--- src/cw_pkg.sv ---
`default_nettype none
package cw_pkg;
	// Register byte offsets
	localparam logic [7:0] CW_CTRL_OFS = 8'hc0;
	localparam logic [7:0] CW_ISTAT_OFS = 8'hc4;
	localparam logic [7:0] CW_IMASK_OFS = 8'hc8;
	localparam logic [7:0] CW_STATE_OFS = 8'hcc;
	// Control and interrupt register field positions
	localparam int CW_PRE_LSB = 4;
	localparam int CW_PRE_MSB = 7;
	localparam int CW_RSEL_BIT = 3;
	localparam int CW_WDS_BIT = 2;
	localparam int CW_RUN_BIT = 1;
	localparam int CW_UNLOCK_BIT = 0;
	localparam int CW_IRQ_TIMEOUT_BIT = 0;
	// Reset values of the control fields
	localparam logic [3:0] CW_PRE_RST = 4'h7;
	localparam logic CW_RSEL_RST = 1'b0;
	localparam logic CW_RUN_RST = 1'b1;
	// Lock bit inside the flash protection byte
	localparam logic [15:0] CW_FLASH_LOCK_ADDR = 16'h3ffa;
	localparam int CW_LOCK_BIT = 7;
	// Counter geometry, timing in crystal periods
	localparam int CW_CNT_W = 16;
	localparam logic [16:0] CW_BASE_PERIOD = 17'h00200;
	localparam logic [3:0] CW_PRE_MAX = 4'h7;
	localparam logic [3:0] CW_PRE_IMM = 4'h8;
	localparam logic [3:0] CW_PRE_IMM_DL = 4'h9;
	localparam int CW_XTAL_HZ = 32768;
	// Bus responses
	localparam logic [1:0] CW_RESP_OKAY = 2'h0;
	localparam logic [1:0] CW_RESP_SLVERR = 2'h2;
endpackage
`default_nettype wire

--- src/cw_cnt_if.sv ---
`timescale 1ns/100ps
`default_nettype none
interface cw_cnt_if;
	logic tick;
	logic clear;
	logic run;
	logic [3:0] pre;
	logic timeout;
	logic [15:0] count;
	modport ctl (output tick, output clear, output run, output pre, input timeout, input count);
	modport cnt (input tick, input clear, input run, input pre, output timeout, output count);
endinterface // cw_cnt_if
`default_nettype wire

--- src/cw_xtal_sync.sv ---
`timescale 1ns/100ps
`default_nettype none
module cw_xtal_sync (
	input wire logic i_clk,
	input wire logic i_rst_b,
	input wire logic i_ce,
	input wire logic i_crystal_input,
	output logic o_rise
);
	typedef struct packed {
		logic s1;
		logic s2;
		logic s3;
		logic rise;
	} cw_sync_s;

	cw_sync_s st;
	cw_sync_s next_st;

	// Two-flop synchroniser, edge found behind the second flop
	always_comb begin
		next_st = st;
		if (i_ce) begin
			next_st.s1 = i_crystal_input;
			next_st.s2 = st.s1;
			next_st.s3 = st.s2;
			next_st.rise = st.s2 & ~st.s3; // [RULE4] [RULE18]
		end
	end

	always_ff @(posedge i_clk) begin
		if (!i_rst_b) begin
			st <= '0;
		end else begin
			st <= next_st;
		end
	end

	assign o_rise = st.rise;
endmodule // cw_xtal_sync
`default_nettype wire

--- src/cw_counter.sv ---
`timescale 1ns/100ps
`default_nettype none
module cw_counter (
	input wire logic i_clk,
	input wire logic i_rst_b,
	input wire logic i_ce,
	cw_cnt_if.cnt cnt
);
	typedef struct packed {
		logic [15:0] count;
		logic timeout;
	} cw_cnt_s;

	cw_cnt_s st;
	cw_cnt_s next_st;
	logic [15:0] last_count;

	// Last count before timeout: 2^(9+pre) crystal periods
	assign last_count = 16'((cw_pkg::CW_BASE_PERIOD << cnt.pre) - 17'h00001); // [RULE11]

	///////////////////////////////////////////////////////////////////////////
	// Counter and timeout decision
	always_comb begin
		next_st = st;
		if (i_ce) begin
			// One-cycle pulse at period end, high every cycle on codes 8 and 9 while running and not cleared; frozen with the rest while disabled
			next_st.timeout = 1'b0;
			if (cnt.clear || !cnt.run) begin
				next_st.count = 16'h0000; // [RULE2] [RULE16]
			end else if (cnt.pre == cw_pkg::CW_PRE_IMM || cnt.pre == cw_pkg::CW_PRE_IMM_DL) begin
				next_st.timeout = 1'b1; // [RULE13]
				next_st.count = 16'h0000;
			end else if (cnt.pre > cw_pkg::CW_PRE_MAX) begin
				next_st.count = st.count; // Invalid code, counter parked
			end else if (cnt.tick) begin
				if (st.count == last_count) begin
					next_st.timeout = 1'b1; // [RULE3] [RULE10] [RULE12]
					next_st.count = 16'h0000;
				end else begin
					next_st.count = st.count + 16'h0001; // [RULE4]
				end
			end
		end
	end

	always_ff @(posedge i_clk) begin
		if (!i_rst_b) begin
			st <= '0;
		end else begin
			st <= next_st;
		end
	end

	assign cnt.timeout = st.timeout;
	assign cnt.count = st.count;
endmodule // cw_counter
`default_nettype wire

--- src/cw_watchdog.sv ---
// Implementation choice: the AXI4-Lite register port.
`timescale 1ns/100ps
`default_nettype none
// Summary of operation
// [RULE1] After reset the watchdog runs with a two-second timeout and resets.
// [RULE2] Clearing the run bit stops the watchdog; no timeout is raised.
// [RULE3] Missing re-arm within the prescale period raises reset or interrupt and flags it.
// [RULE4] Counter advances on crystal edges, independent of the core clock rate.
// [RULE5] Control writes apply only right after an unlock write.
// [RULE6] A flash-held lock bit freezes run and response settings.
// [RULE7] Lock comes from flash byte 0x3FFA bit 7, active when zero.
// [RULE8] While locked, response select reads 0 and run reads 1.
// [RULE9] Prescale sits in control bits 7..4, reset value 7.
// [RULE10] Sixteen-bit counter; prescale picks the upper bit that times out.
// [RULE11] Timeout period is 2^prescale times 512 crystal periods.
// [RULE12] Codes 0..7 give 15.6 ms up to 2 s.
// [RULE13] Code 8 gives an immediate system reset; the code times out at once and gives an interrupt instead when bit 3 is set.
// [RULE14] Bit 3 selects reset when clear, interrupt when set.
// [RULE15] Bit 2 flags every timeout; cleared by writing zero or pin reset.
// [RULE16] Writing one to run bit 1 enables and restarts the counter.
// [RULE17] Software sets unlock bit 0, then writes control next.
// [RULE18] Control fields reach the crystal-paced counter safely; timeout returns likewise.
module cw_watchdog (
	input wire logic i_clk,
	input wire logic i_rst_b,
	input wire logic i_ce,
	input wire logic i_crystal_input,
	input wire logic [7:0] i_flash_prot_byte,
	input wire logic [7:0] i_s_axi_awaddr,
	input wire logic i_s_axi_awvalid,
	output logic o_s_axi_awready,
	input wire logic [31:0] i_s_axi_wdata,
	input wire logic [3:0] i_s_axi_wstrb,
	input wire logic i_s_axi_wvalid,
	output logic o_s_axi_wready,
	output logic [1:0] o_s_axi_bresp,
	output logic o_s_axi_bvalid,
	input wire logic i_s_axi_bready,
	input wire logic [7:0] i_s_axi_araddr,
	input wire logic i_s_axi_arvalid,
	output logic o_s_axi_arready,
	output logic [31:0] o_s_axi_rdata,
	output logic [1:0] o_s_axi_rresp,
	output logic o_s_axi_rvalid,
	input wire logic i_s_axi_rready,
	output logic o_sys_rst,
	output logic o_irq
);
	typedef struct packed {
		logic awready;
		logic wready;
		logic arready;
		logic aw_full;
		logic [7:0] aw_addr;
		logic w_full;
		logic [7:0] w_data;
		logic w_lane0;
		logic bvalid;
		logic [1:0] bresp;
		logic rvalid;
		logic [31:0] rdata;
		logic [1:0] rresp;
		logic [3:0] pre;
		logic rsel;
		logic timeout_status;
		logic run;
		logic unlock;
		logic lock;
		logic lock_taken;
		logic irq_stat;
		logic irq_mask;
		logic irq;
		logic sys_rst;
	} cw_top_s;

	localparam cw_top_s CW_TOP_RST = '{
		awready: 1'b1,
		wready: 1'b1,
		arready: 1'b1,
		aw_full: 1'b0,
		aw_addr: 8'h00,
		w_full: 1'b0,
		w_data: 8'h00,
		w_lane0: 1'b0,
		bvalid: 1'b0,
		bresp: cw_pkg::CW_RESP_OKAY,
		rvalid: 1'b0,
		rdata: 32'h0000_0000,
		rresp: cw_pkg::CW_RESP_OKAY,
		pre: cw_pkg::CW_PRE_RST,
		rsel: cw_pkg::CW_RSEL_RST,
		timeout_status: 1'b0,
		run: cw_pkg::CW_RUN_RST,
		unlock: 1'b0,
		lock: 1'b0,
		lock_taken: 1'b0,
		irq_stat: 1'b0,
		irq_mask: 1'b0,
		irq: 1'b0,
		sys_rst: 1'b0
	};

	cw_top_s st;
	cw_top_s next_st;
	logic wr_fire;
	logic wr_ctrl_apply;
	logic clr_cnt;
	logic xtal_rise;
	logic [7:0] ctrl_view;
	logic [31:0] rd_val;
	logic rd_hit;

	cw_cnt_if cnt_bus ();

	///////////////////////////////////////////////////////////////////////////
	// Crystal edge detection and counter
	cw_xtal_sync u_sync (
		.i_clk(i_clk),
		.i_rst_b(i_rst_b),
		.i_ce(i_ce),
		.i_crystal_input(i_crystal_input),
		.o_rise(xtal_rise)
	);

	cw_counter u_counter (
		.i_clk(i_clk),
		.i_rst_b(i_rst_b),
		.i_ce(i_ce),
		.cnt(cnt_bus.cnt)
	);

	// Registered control fields steer the counter
	assign cnt_bus.tick = xtal_rise; // [RULE4]
	assign cnt_bus.run = st.run; // [RULE18]
	assign cnt_bus.pre = st.pre; // [RULE18]
	assign cnt_bus.clear = clr_cnt;

	// Control register image as software sees it
	assign ctrl_view = {st.pre, st.rsel, st.timeout_status, st.run, st.unlock};

	///////////////////////////////////////////////////////////////////////////
	// Read decode
	always_comb begin
		rd_val = 32'h0000_0000;
		rd_hit = 1'b1;
		unique case (i_s_axi_araddr)
			cw_pkg::CW_CTRL_OFS: begin
				rd_val = {24'h000000, ctrl_view};
			end
			cw_pkg::CW_ISTAT_OFS: begin
				rd_val = {31'h0000_0000, st.irq_stat};
			end
			cw_pkg::CW_IMASK_OFS: begin
				rd_val = {31'h0000_0000, st.irq_mask};
			end
			cw_pkg::CW_STATE_OFS: begin
				rd_val = {cnt_bus.count, 15'h0000, st.lock};
			end
			default: begin
				rd_hit = 1'b0;
			end
		endcase
	end

	///////////////////////////////////////////////////////////////////////////
	// Next state: bus slave, control register, events
	always_comb begin
		next_st = st;
		wr_fire = 1'b0;
		wr_ctrl_apply = 1'b0;
		clr_cnt = 1'b0;
		if (i_ce) begin
			next_st.sys_rst = 1'b0;
			// Lock strap taken once, after reset release
			if (!st.lock_taken) begin
				next_st.lock_taken = 1'b1;
				next_st.lock = ~i_flash_prot_byte[cw_pkg::CW_LOCK_BIT]; // [RULE6] [RULE7]
			end
			// Address and data channels, taken in either order
			if (i_s_axi_awvalid && st.awready) begin
				next_st.aw_full = 1'b1;
				next_st.aw_addr = i_s_axi_awaddr;
			end
			if (i_s_axi_wvalid && st.wready) begin
				next_st.w_full = 1'b1;
				next_st.w_data = i_s_axi_wdata[7:0];
				next_st.w_lane0 = i_s_axi_wstrb[0];
			end
			if (st.bvalid && i_s_axi_bready) begin
				next_st.bvalid = 1'b0;
			end
			// Write executes once both halves are held
			if (st.aw_full && st.w_full && !st.bvalid) begin
				wr_fire = 1'b1;
				next_st.aw_full = 1'b0;
				next_st.w_full = 1'b0;
				next_st.bvalid = 1'b1;
				next_st.bresp = cw_pkg::CW_RESP_OKAY;
				// Every write drops the unlock, the awaited control write included
				next_st.unlock = 1'b0; // [RULE5] [RULE17]
				unique case (st.aw_addr)
					cw_pkg::CW_CTRL_OFS: begin
						if (st.w_lane0 && st.unlock) begin
							wr_ctrl_apply = 1'b1; // [RULE5]
							next_st.pre = st.w_data[cw_pkg::CW_PRE_MSB:cw_pkg::CW_PRE_LSB]; // [RULE9]
							next_st.rsel = st.w_data[cw_pkg::CW_RSEL_BIT]; // [RULE14]
							next_st.run = st.w_data[cw_pkg::CW_RUN_BIT]; // [RULE2]
							if (!st.w_data[cw_pkg::CW_WDS_BIT]) begin
								next_st.timeout_status = 1'b0; // [RULE15]
							end
							clr_cnt = st.w_data[cw_pkg::CW_RUN_BIT]; // [RULE16]
						end else if (st.w_lane0 && st.w_data[cw_pkg::CW_UNLOCK_BIT]) begin
							next_st.unlock = 1'b1; // [RULE5] [RULE17]
						end
					end
					cw_pkg::CW_ISTAT_OFS: begin
						if (st.w_lane0 && st.w_data[cw_pkg::CW_IRQ_TIMEOUT_BIT]) begin
							next_st.irq_stat = 1'b0;
						end
					end
					cw_pkg::CW_IMASK_OFS: begin
						if (st.w_lane0) begin
							next_st.irq_mask = st.w_data[cw_pkg::CW_IRQ_TIMEOUT_BIT];
						end
					end
					cw_pkg::CW_STATE_OFS: begin
						next_st.bresp = cw_pkg::CW_RESP_SLVERR;
					end
					default: begin
						next_st.bresp = cw_pkg::CW_RESP_SLVERR;
					end
				endcase
			end
			// Read channel answers one cycle after the address
			if (st.rvalid && i_s_axi_rready) begin
				next_st.rvalid = 1'b0;
				next_st.arready = 1'b1;
			end
			if (i_s_axi_arvalid && st.arready) begin
				next_st.arready = 1'b0;
				next_st.rvalid = 1'b1;
				next_st.rdata = rd_val;
				next_st.rresp = rd_hit ? cw_pkg::CW_RESP_OKAY : cw_pkg::CW_RESP_SLVERR;
			end
			// Timeout event; setting wins over a same-cycle clear
			if (cnt_bus.timeout) begin
				next_st.timeout_status = 1'b1; // [RULE3] [RULE15]
				if (st.rsel) begin
					next_st.irq_stat = 1'b1; // [RULE14]
				end else begin
					next_st.sys_rst = 1'b1; // [RULE1] [RULE14]
				end
			end
			// Lock overrides response and run settings
			if (next_st.lock) begin
				next_st.rsel = 1'b0; // [RULE8]
				next_st.run = 1'b1; // [RULE8]
			end
			next_st.awready = !next_st.aw_full && !next_st.bvalid;
			next_st.wready = !next_st.w_full && !next_st.bvalid;
			next_st.irq = next_st.irq_stat && next_st.irq_mask;
		end
	end

	// Synchronous pin reset restores every field, timeout flag included
	always_ff @(posedge i_clk) begin
		if (!i_rst_b) begin
			st <= CW_TOP_RST; // [RULE1] [RULE9] [RULE15]
		end else begin
			st <= next_st;
		end
	end

	///////////////////////////////////////////////////////////////////////////
	// Outputs straight from flops
	assign o_s_axi_awready = st.awready;
	assign o_s_axi_wready = st.wready;
	assign o_s_axi_bresp = st.bresp;
	assign o_s_axi_bvalid = st.bvalid;
	assign o_s_axi_arready = st.arready;
	assign o_s_axi_rdata = st.rdata;
	assign o_s_axi_rresp = st.rresp;
	assign o_s_axi_rvalid = st.rvalid;
	assign o_sys_rst = st.sys_rst;
	assign o_irq = st.irq;
endmodule // cw_watchdog
`default_nettype wire

--- config.mk ---
export PLATFORM = sky130hd
export DESIGN_NAME = cw_watchdog
export DESIGN_NICKNAME = d
export VERILOG_FILES = /design/src/cw_pkg.sv /design/src/cw_cnt_if.sv /design/src/cw_xtal_sync.sv /design/src/cw_counter.sv /design/src/cw_watchdog.sv
export SDC_FILE = /design/constraint.sdc
export NUM_CORES = 1
export LEC_CHECK = 0
export ABC_AREA = 1
export ABC_CLOCK_PERIOD_IN_PS = 3400
export BUFFER_PORTS_ARGS = -buffer_cell sky130_fd_sc_hd__buf_2
export CORE_ASPECT_RATIO = 0.5
export CORE_UTILIZATION = 40
export CTS_CLUSTER_SIZE = 10
export DETAILED_ROUTE_END_ITERATION = 7
export PLACE_DENSITY = 0.74
export SKIP_CTS_REPAIR_TIMING = 1
export SYNTH_ARGS = -nofsm -noshare
export SYNTH_HDL_FRONTEND = slang
export SYNTH_HIERARCHICAL = 1
export SYNTH_SLANG_ARGS = --single-unit
--- constraint.sdc ---
create_clock -name i_clk -period 3.4 [get_ports i_clk]
set_clock_uncertainty 0.1 [all_clocks]
set_input_delay 0.68 -clock i_clk [delete_from_list [all_inputs] [get_ports i_clk]]
set_output_delay 0.68 -clock i_clk [all_outputs]
set_load 0.01 [all_outputs]
# Word-level counts from Yosys, hierarchy flattened
# Cells that the tools add are included.
[totals] input_bits=69 wordCells=140 output_inout_bits=43 ff_bits=95
[op_classes] shift=1 bitwise=3 muxes=51 addsub=2 eq_ne=13 n_lt_le_gt_ge=1 n_reduce_logical=39
[ops] op="32-bit case mux with 4 select lines" count=1
[ops] op="8-bit equality test, second input constant" count=7
[ops] op="16-bit 2-to-1 mux" count=3
[ops] op="35-bit 2-to-1 mux" count=1
[ops] op="17-bit 2-to-1 mux" count=2
[ops] op="1-bit 2-to-1 mux" count=31
[ops] op="16-bit by 1-bit adder with 16-bit output, second input constant" count=1
[ops] op="16-bit equality test" count=1
[ops] op="10-bit by 4-bit << shifter with 16-bit output, first input constant" count=1
[ops] op="16-bit by 1-bit subtractor with 16-bit output, second input constant" count=1
[ops] op="2-bit nonzero test" count=7
[ops] op="1-bit logical AND" count=12
[ops] op="2-bit 2-to-1 mux" count=6
[ops] op="2-bit AND reduction" count=6
[ops] op="10-bit 2-to-1 mux" count=1
[ops] op="3-bit 2-to-1 mux" count=3
[ops] op="9-bit 2-to-1 mux" count=1
[ops] op="4-bit equality test, second input constant" count=2
[ops] op="4-bit 2-to-1 mux" count=2
[ops] op="4-bit AND reduction" count=2
[ops] op="1-bit logical NOT" count=5
[ops] op="5-bit AND reduction" count=1
[ops] op="4-bit by 3-bit greater-than comparator with 1-bit output, second input constant" count=1
[ops] op="2-bit by 1-bit inequality test with 1-bit output, second input constant" count=2
[ops] op="other kinds (8)" count=10

# Depth between registers and ports, before layout
[logic_depth] ltp_word=9 ltp_mapped=16 depth_no_buf=15

# By module
# Netlist, hierarchy kept.
[by_module_without_submodules] mod="cw_watchdog" cells_per_inst=373 seq_area_each_um2=1281.2 area_each_um2=2841.5 instances=1
[by_module_without_submodules] mod="cw_counter" cells_per_inst=233 seq_area_each_um2=340.3 area_each_um2=1402.6 instances=1
[by_module_without_submodules] mod="cw_xtal_sync" cells_per_inst=19 seq_area_each_um2=80.1 area_each_um2=142.6 instances=1

# Least setup slack after synthesis
# No wires, ideal clock.
[synth_path] path_kind="input to register" from="input i_ce" to="register u_counter.st, in the netlist u_counter/cnt.count[3]" stages=14 setup_ns=0.070 n_path_buf=2 setup_slack_ns=1.161 required_time_ns=3.230 arrival_ns=2.068 path_cell_list="nand4_1 -> nor2_1 -> nand2_1 -> buf_4 -> nor2_1 -> inv_1 -> nand2_1 -> nor2_1 -> nand2_1 -> nand4_1 -> inv_1 -> buf_2 -> nand4_1 -> a21oi_1"
[synth_via] elab_chain_len=4 elab_cells_between_ends=6 classes_between="eq/ne: 1; mux: 2; reduce/logical: 3"
[synth_lines] item="start: declaration" line_no="cw_watchdog.sv:26" rtl="input wire logic i_ce,"
[synth_lines] item="1-bit 2-to-1 mux *" line_no="cw_watchdog.sv:172" rtl="if (i_ce) begin"
[synth_lines] item="named net clr_cnt" line_no="cw_watchdog.sv:107" rtl="logic clr_cnt;"
[synth_lines] item="1-bit logical OR *" line_no="cw_counter.sv:28" rtl="if (cnt.clear || !cnt.run) begin"
[synth_lines] item="3-bit by 1-bit inequality test with 1-bit output (no source line) / 3-bit nonzero test (equally long branches)"
[synth_lines] item="3-bit AND reduction (no source line)"
[synth_lines] item="end signal: assignment" line_no="cw_counter.sv:50" rtl="st <= next_st;"
[synth_lines] item="end: declaration" line_no="cw_counter.sv:14" rtl="cw_cnt_s st;"
# The timed path passes the listed nets; every way through them passes the cells marked *.
# A chain may end at the register's enable or synchronous reset.

# Worst setup path in the final report
[layout_path] from="input i_ce" to="register u_counter.st, in the netlist u_counter/cnt.count[11]"
# Same word-level chain as after synthesis.

==> flow_metrics.tcl <==
set metrics [dict create \
    path_buf_inv 3 \
    p_comb_share_pct 7.6 \
    p_clk_share_pct 46.4 \
    top_layer_used "met4" \
    fin_tns_setup_ns 0 \
    drc 0 \
    fp.coreArea_um2 10400 \
    synth_seq_cells 85 \
    maxCapViolCount 0 \
    grt_max_degree 40 \
    wl_per_cell_um 12.1 \
    drt_iter0_drc 313 \
    insertion_delay_ns 0.35 \
    antennaDiodeCount 0 \
    synth_most_common_cell "nand2_1" \
    synthFlopType "dfxtp_1" \
    fp.dieH_um 76.1 \
    clk_pin_slew_worst_paths_ns 0.06 \
    clockBufferDepth 2 \
    crit_top_cell "nor2_1" \
    synth_area_leader_cell "dfxtp_1" \
    synth_top_area_share_pct 38.8 \
    wl_met1_mm 4.64 \
    p_leak_nw 2.06 \
    syn_avg_cell_area_um2 7.02 \
    vias_per_cell 4.97 \
    fin_crit_sh_pct 74.5 \
    peakVddDrop_uv 260 \
    synth_area_um2 4390 \
    async_flop_share_pct 0 \
    cp.required_ns 3.59 \
    drv_slew 0 \
    hp-class "flop to flop" \
    rows 26 \
    drive_gt1_share_pct 17.4 \
    ys_top_cells_by_count "111 x nand2_1, 85 x dfxtp_1, 77 x a21oi_1, 63 x inv_1, 56 x nand3_1" \
    worst_path_largest_cell_delay_ns 0.36 \
    worst-path-max-fanout 11 \
    critPathCaptureType "flop" \
    synthTopCellsByArea "dfxtp_1 39%, nand2_1 9.5%, a21oi_1 8.8%" \
    hold_ws_ns 0.346 \
    crit_family "simple AND/OR/NAND/NOR gates" \
    rsz0062_at_grt "no" \
    synthCells 625 \
    cp_cell_sequence "buf_2 -> nand4_1 -> nor2_1 -> nand2_1 -> nor2_1 -> inv_1 -> nand2_1 -> nor2_1 -> nand2_1 -> nand4_1 -> inv_1 -> nand2_2 -> nor2_1 -> o21a_1" \
    cp.arrival_ns 2.73 \
    yosysSeqAreaShare_pct 38.8 \
    pin_count 112 \
    drtPass1Iterations 5 \
    route.vias.total 3985 \
    syn2layout_area_growth_pct 12.0 \
    die_w_um 150 \
    nNetsFinal 729 \
    wl_mm 9.71 \
    p_total_mw 2.30 \
    wl_met2_mm 4.46 \
    grt_pass1_vias 3545 \
    pwr_density_cell_nw_per_um2 468 \
    yosysUniqueCellTypes 33 \
    seqPwrFrac_pct 46.0 \
    cts-htree-levels 3 \
    grtUsageTotal_pct 17.9 \
    antenna_found_initial 0 \
    timing.final.hold_violations 0 \
    overflow 0 \
    status "finished clean" \
    sw_frac_of_total_pct 22.7 \
    numCtsBuffers 9 \
    io_buffers 67 \
    finalSetupViolCount 0 \
    fmax_mhz 395 \
    worstMarginPinSlew_ns 0.550 \
    max_slew_margin_pct 63.2 \
    cts_tree "built" \
    cts.sinks 85 \
    internal-power_mw 1.78 \
    dpl.hpwl_mm 6.88 \
    grt_first_pass_wirelength_mm 16.3 \
    die_area_um2 11400 \
    critPathSlowestCell "inv_1" \
    synth-edff-count 0 \
    ant_nets 0 \
    start_util_pct 42.0 \
    startpoint_type "input pin" \
    yosysWarnings 6 \
    gp_congestion 0.836 \
    r2r_slack_ns 0.87 \
    period_needed_ns 2.53 \
    criticalPathCategory "input pin to flop" \
    power.switching_mw 0.521 \
    route.met3.wl_um 482 \
    clockRootBuffer "clkbuf_16" \
]
-- routing by layer --
metal,global-route usage (%),up-vias
li1,-,2067
met1,22.9,1829
met2,29.0,80
met3,5.15,9
met4,5.56,0
met5,0,-
-- power groups by stage --
stage          Combinational, mW  Clock (mW)  Sequential [mW]
2_1_floorplan              0.135           0             1.08
3_3_place_gp               0.170           0             1.08
3_5_place_dp               0.174           0             1.08
4_1_cts                    0.175        1.08             1.06
5_1_grt                    0.199        1.13             1.06
6_report                   0.174        1.07             1.06
-- area by class of cell --
| type | instances | area [um2] |
|---|---|---|
| well taps | 140 | 175 |
| flip-flops and latches | 85 | 1700 |
| clock inverters | 3 | 68.8 |
| clock buffers | 12 | 256 |
| fillers | 1030 | 5530 |
| repair buffers | 73 | 380 |
| inverters | 69 | 259 |
| multi-input cells | 420 | 2070 |
-- sequential cells by signal, indices dropped and copies added (netlist names), 3 cells and up --
name,flops
u_sync/st,3
o_s_axi_rdata,24
st,23
cnt_bus.pre,4
u_counter/cnt.count,16
ctrl_view,3
-- cell families (layout without fill, tap and decap cells) --
| group | count (synthesis) | in the layout | synth area share, % |
|---|---|---|---|
| other | 1 | 10 | 0.0855 |
| xor gates and xnor gates | 10 | 10 | 2.00 |
| adders and majority gates | 2 | 2 | 0.570 |
| AOI/OAI and AO/OA | 143 | 143 | 17.0 |
| buffers and inverters | 129 | 157 | 14.8 |
| and+or+nand+nor | 255 | 255 | 26.8 |
| DFF | 85 | 85 | 38.8 |
-- final timing paths --
| path | start | to | depth (start not counted) |
|---|---|---|---|
| worst min register to register | st[66] | st[66] | 2 |
| worst max register to register | o_s_axi_bvalid | u_counter/cnt.count[11] | 14 |
| worst max-delay path | i_ce | u_counter/cnt.count[11] | 14 |
| worst min-delay path | st[66] | st[66] | 2 |
-- worst reg2reg max path: stages, from the launching register on --
cell	delay, ns
dfxtp_1	0.31
inv_1	0.10
nand4_1	0.21
nor2_1	0.22
nand2_1	0.25
nor2_1	0.16
inv_1	0.05
nand2_1	0.07
nor2_1	0.05
nand2_1	0.07
nand4_1	0.19
inv_1	0.36
nand2_2	0.12
nor2_1	0.11
o21a_1	0.11
-- per-stage QoR --
| stage | area [um2] | worst slack, ns | std cells | utilization [%] |
|---|---|---|---|---|
| after floorplan | 4420 | 1.16 | 634 | - |
| after global placement | 4590 | 0.596 | 787 | 43.9 |
| after detailed placement | 4590 | 0.567 | 787 | 43.9 |
| after CTS | 4910 | 0.924 | 802 | 47.0 |
| after global routing | 4910 | 0.619 | 802 | 47.0 |
| final | 4910 | 0.867 | 802 | 47.0 |
-- placed cells by master (no fill, tap or decap), drive strengths merged, types with 7 or more instances in the layout --
cell	netlist	routed
a21oi	77	77
dfxtp	85	85
inv	68	68
nand4	7	7
conb	1	10
buf	48	73
nand3	58	58
xor2	10	10
clkbuf	12	12
nor3	10	10
nor2	60	60
o21ai	54	54
nand2	118	118
Power figures use the tool's default switching activity.
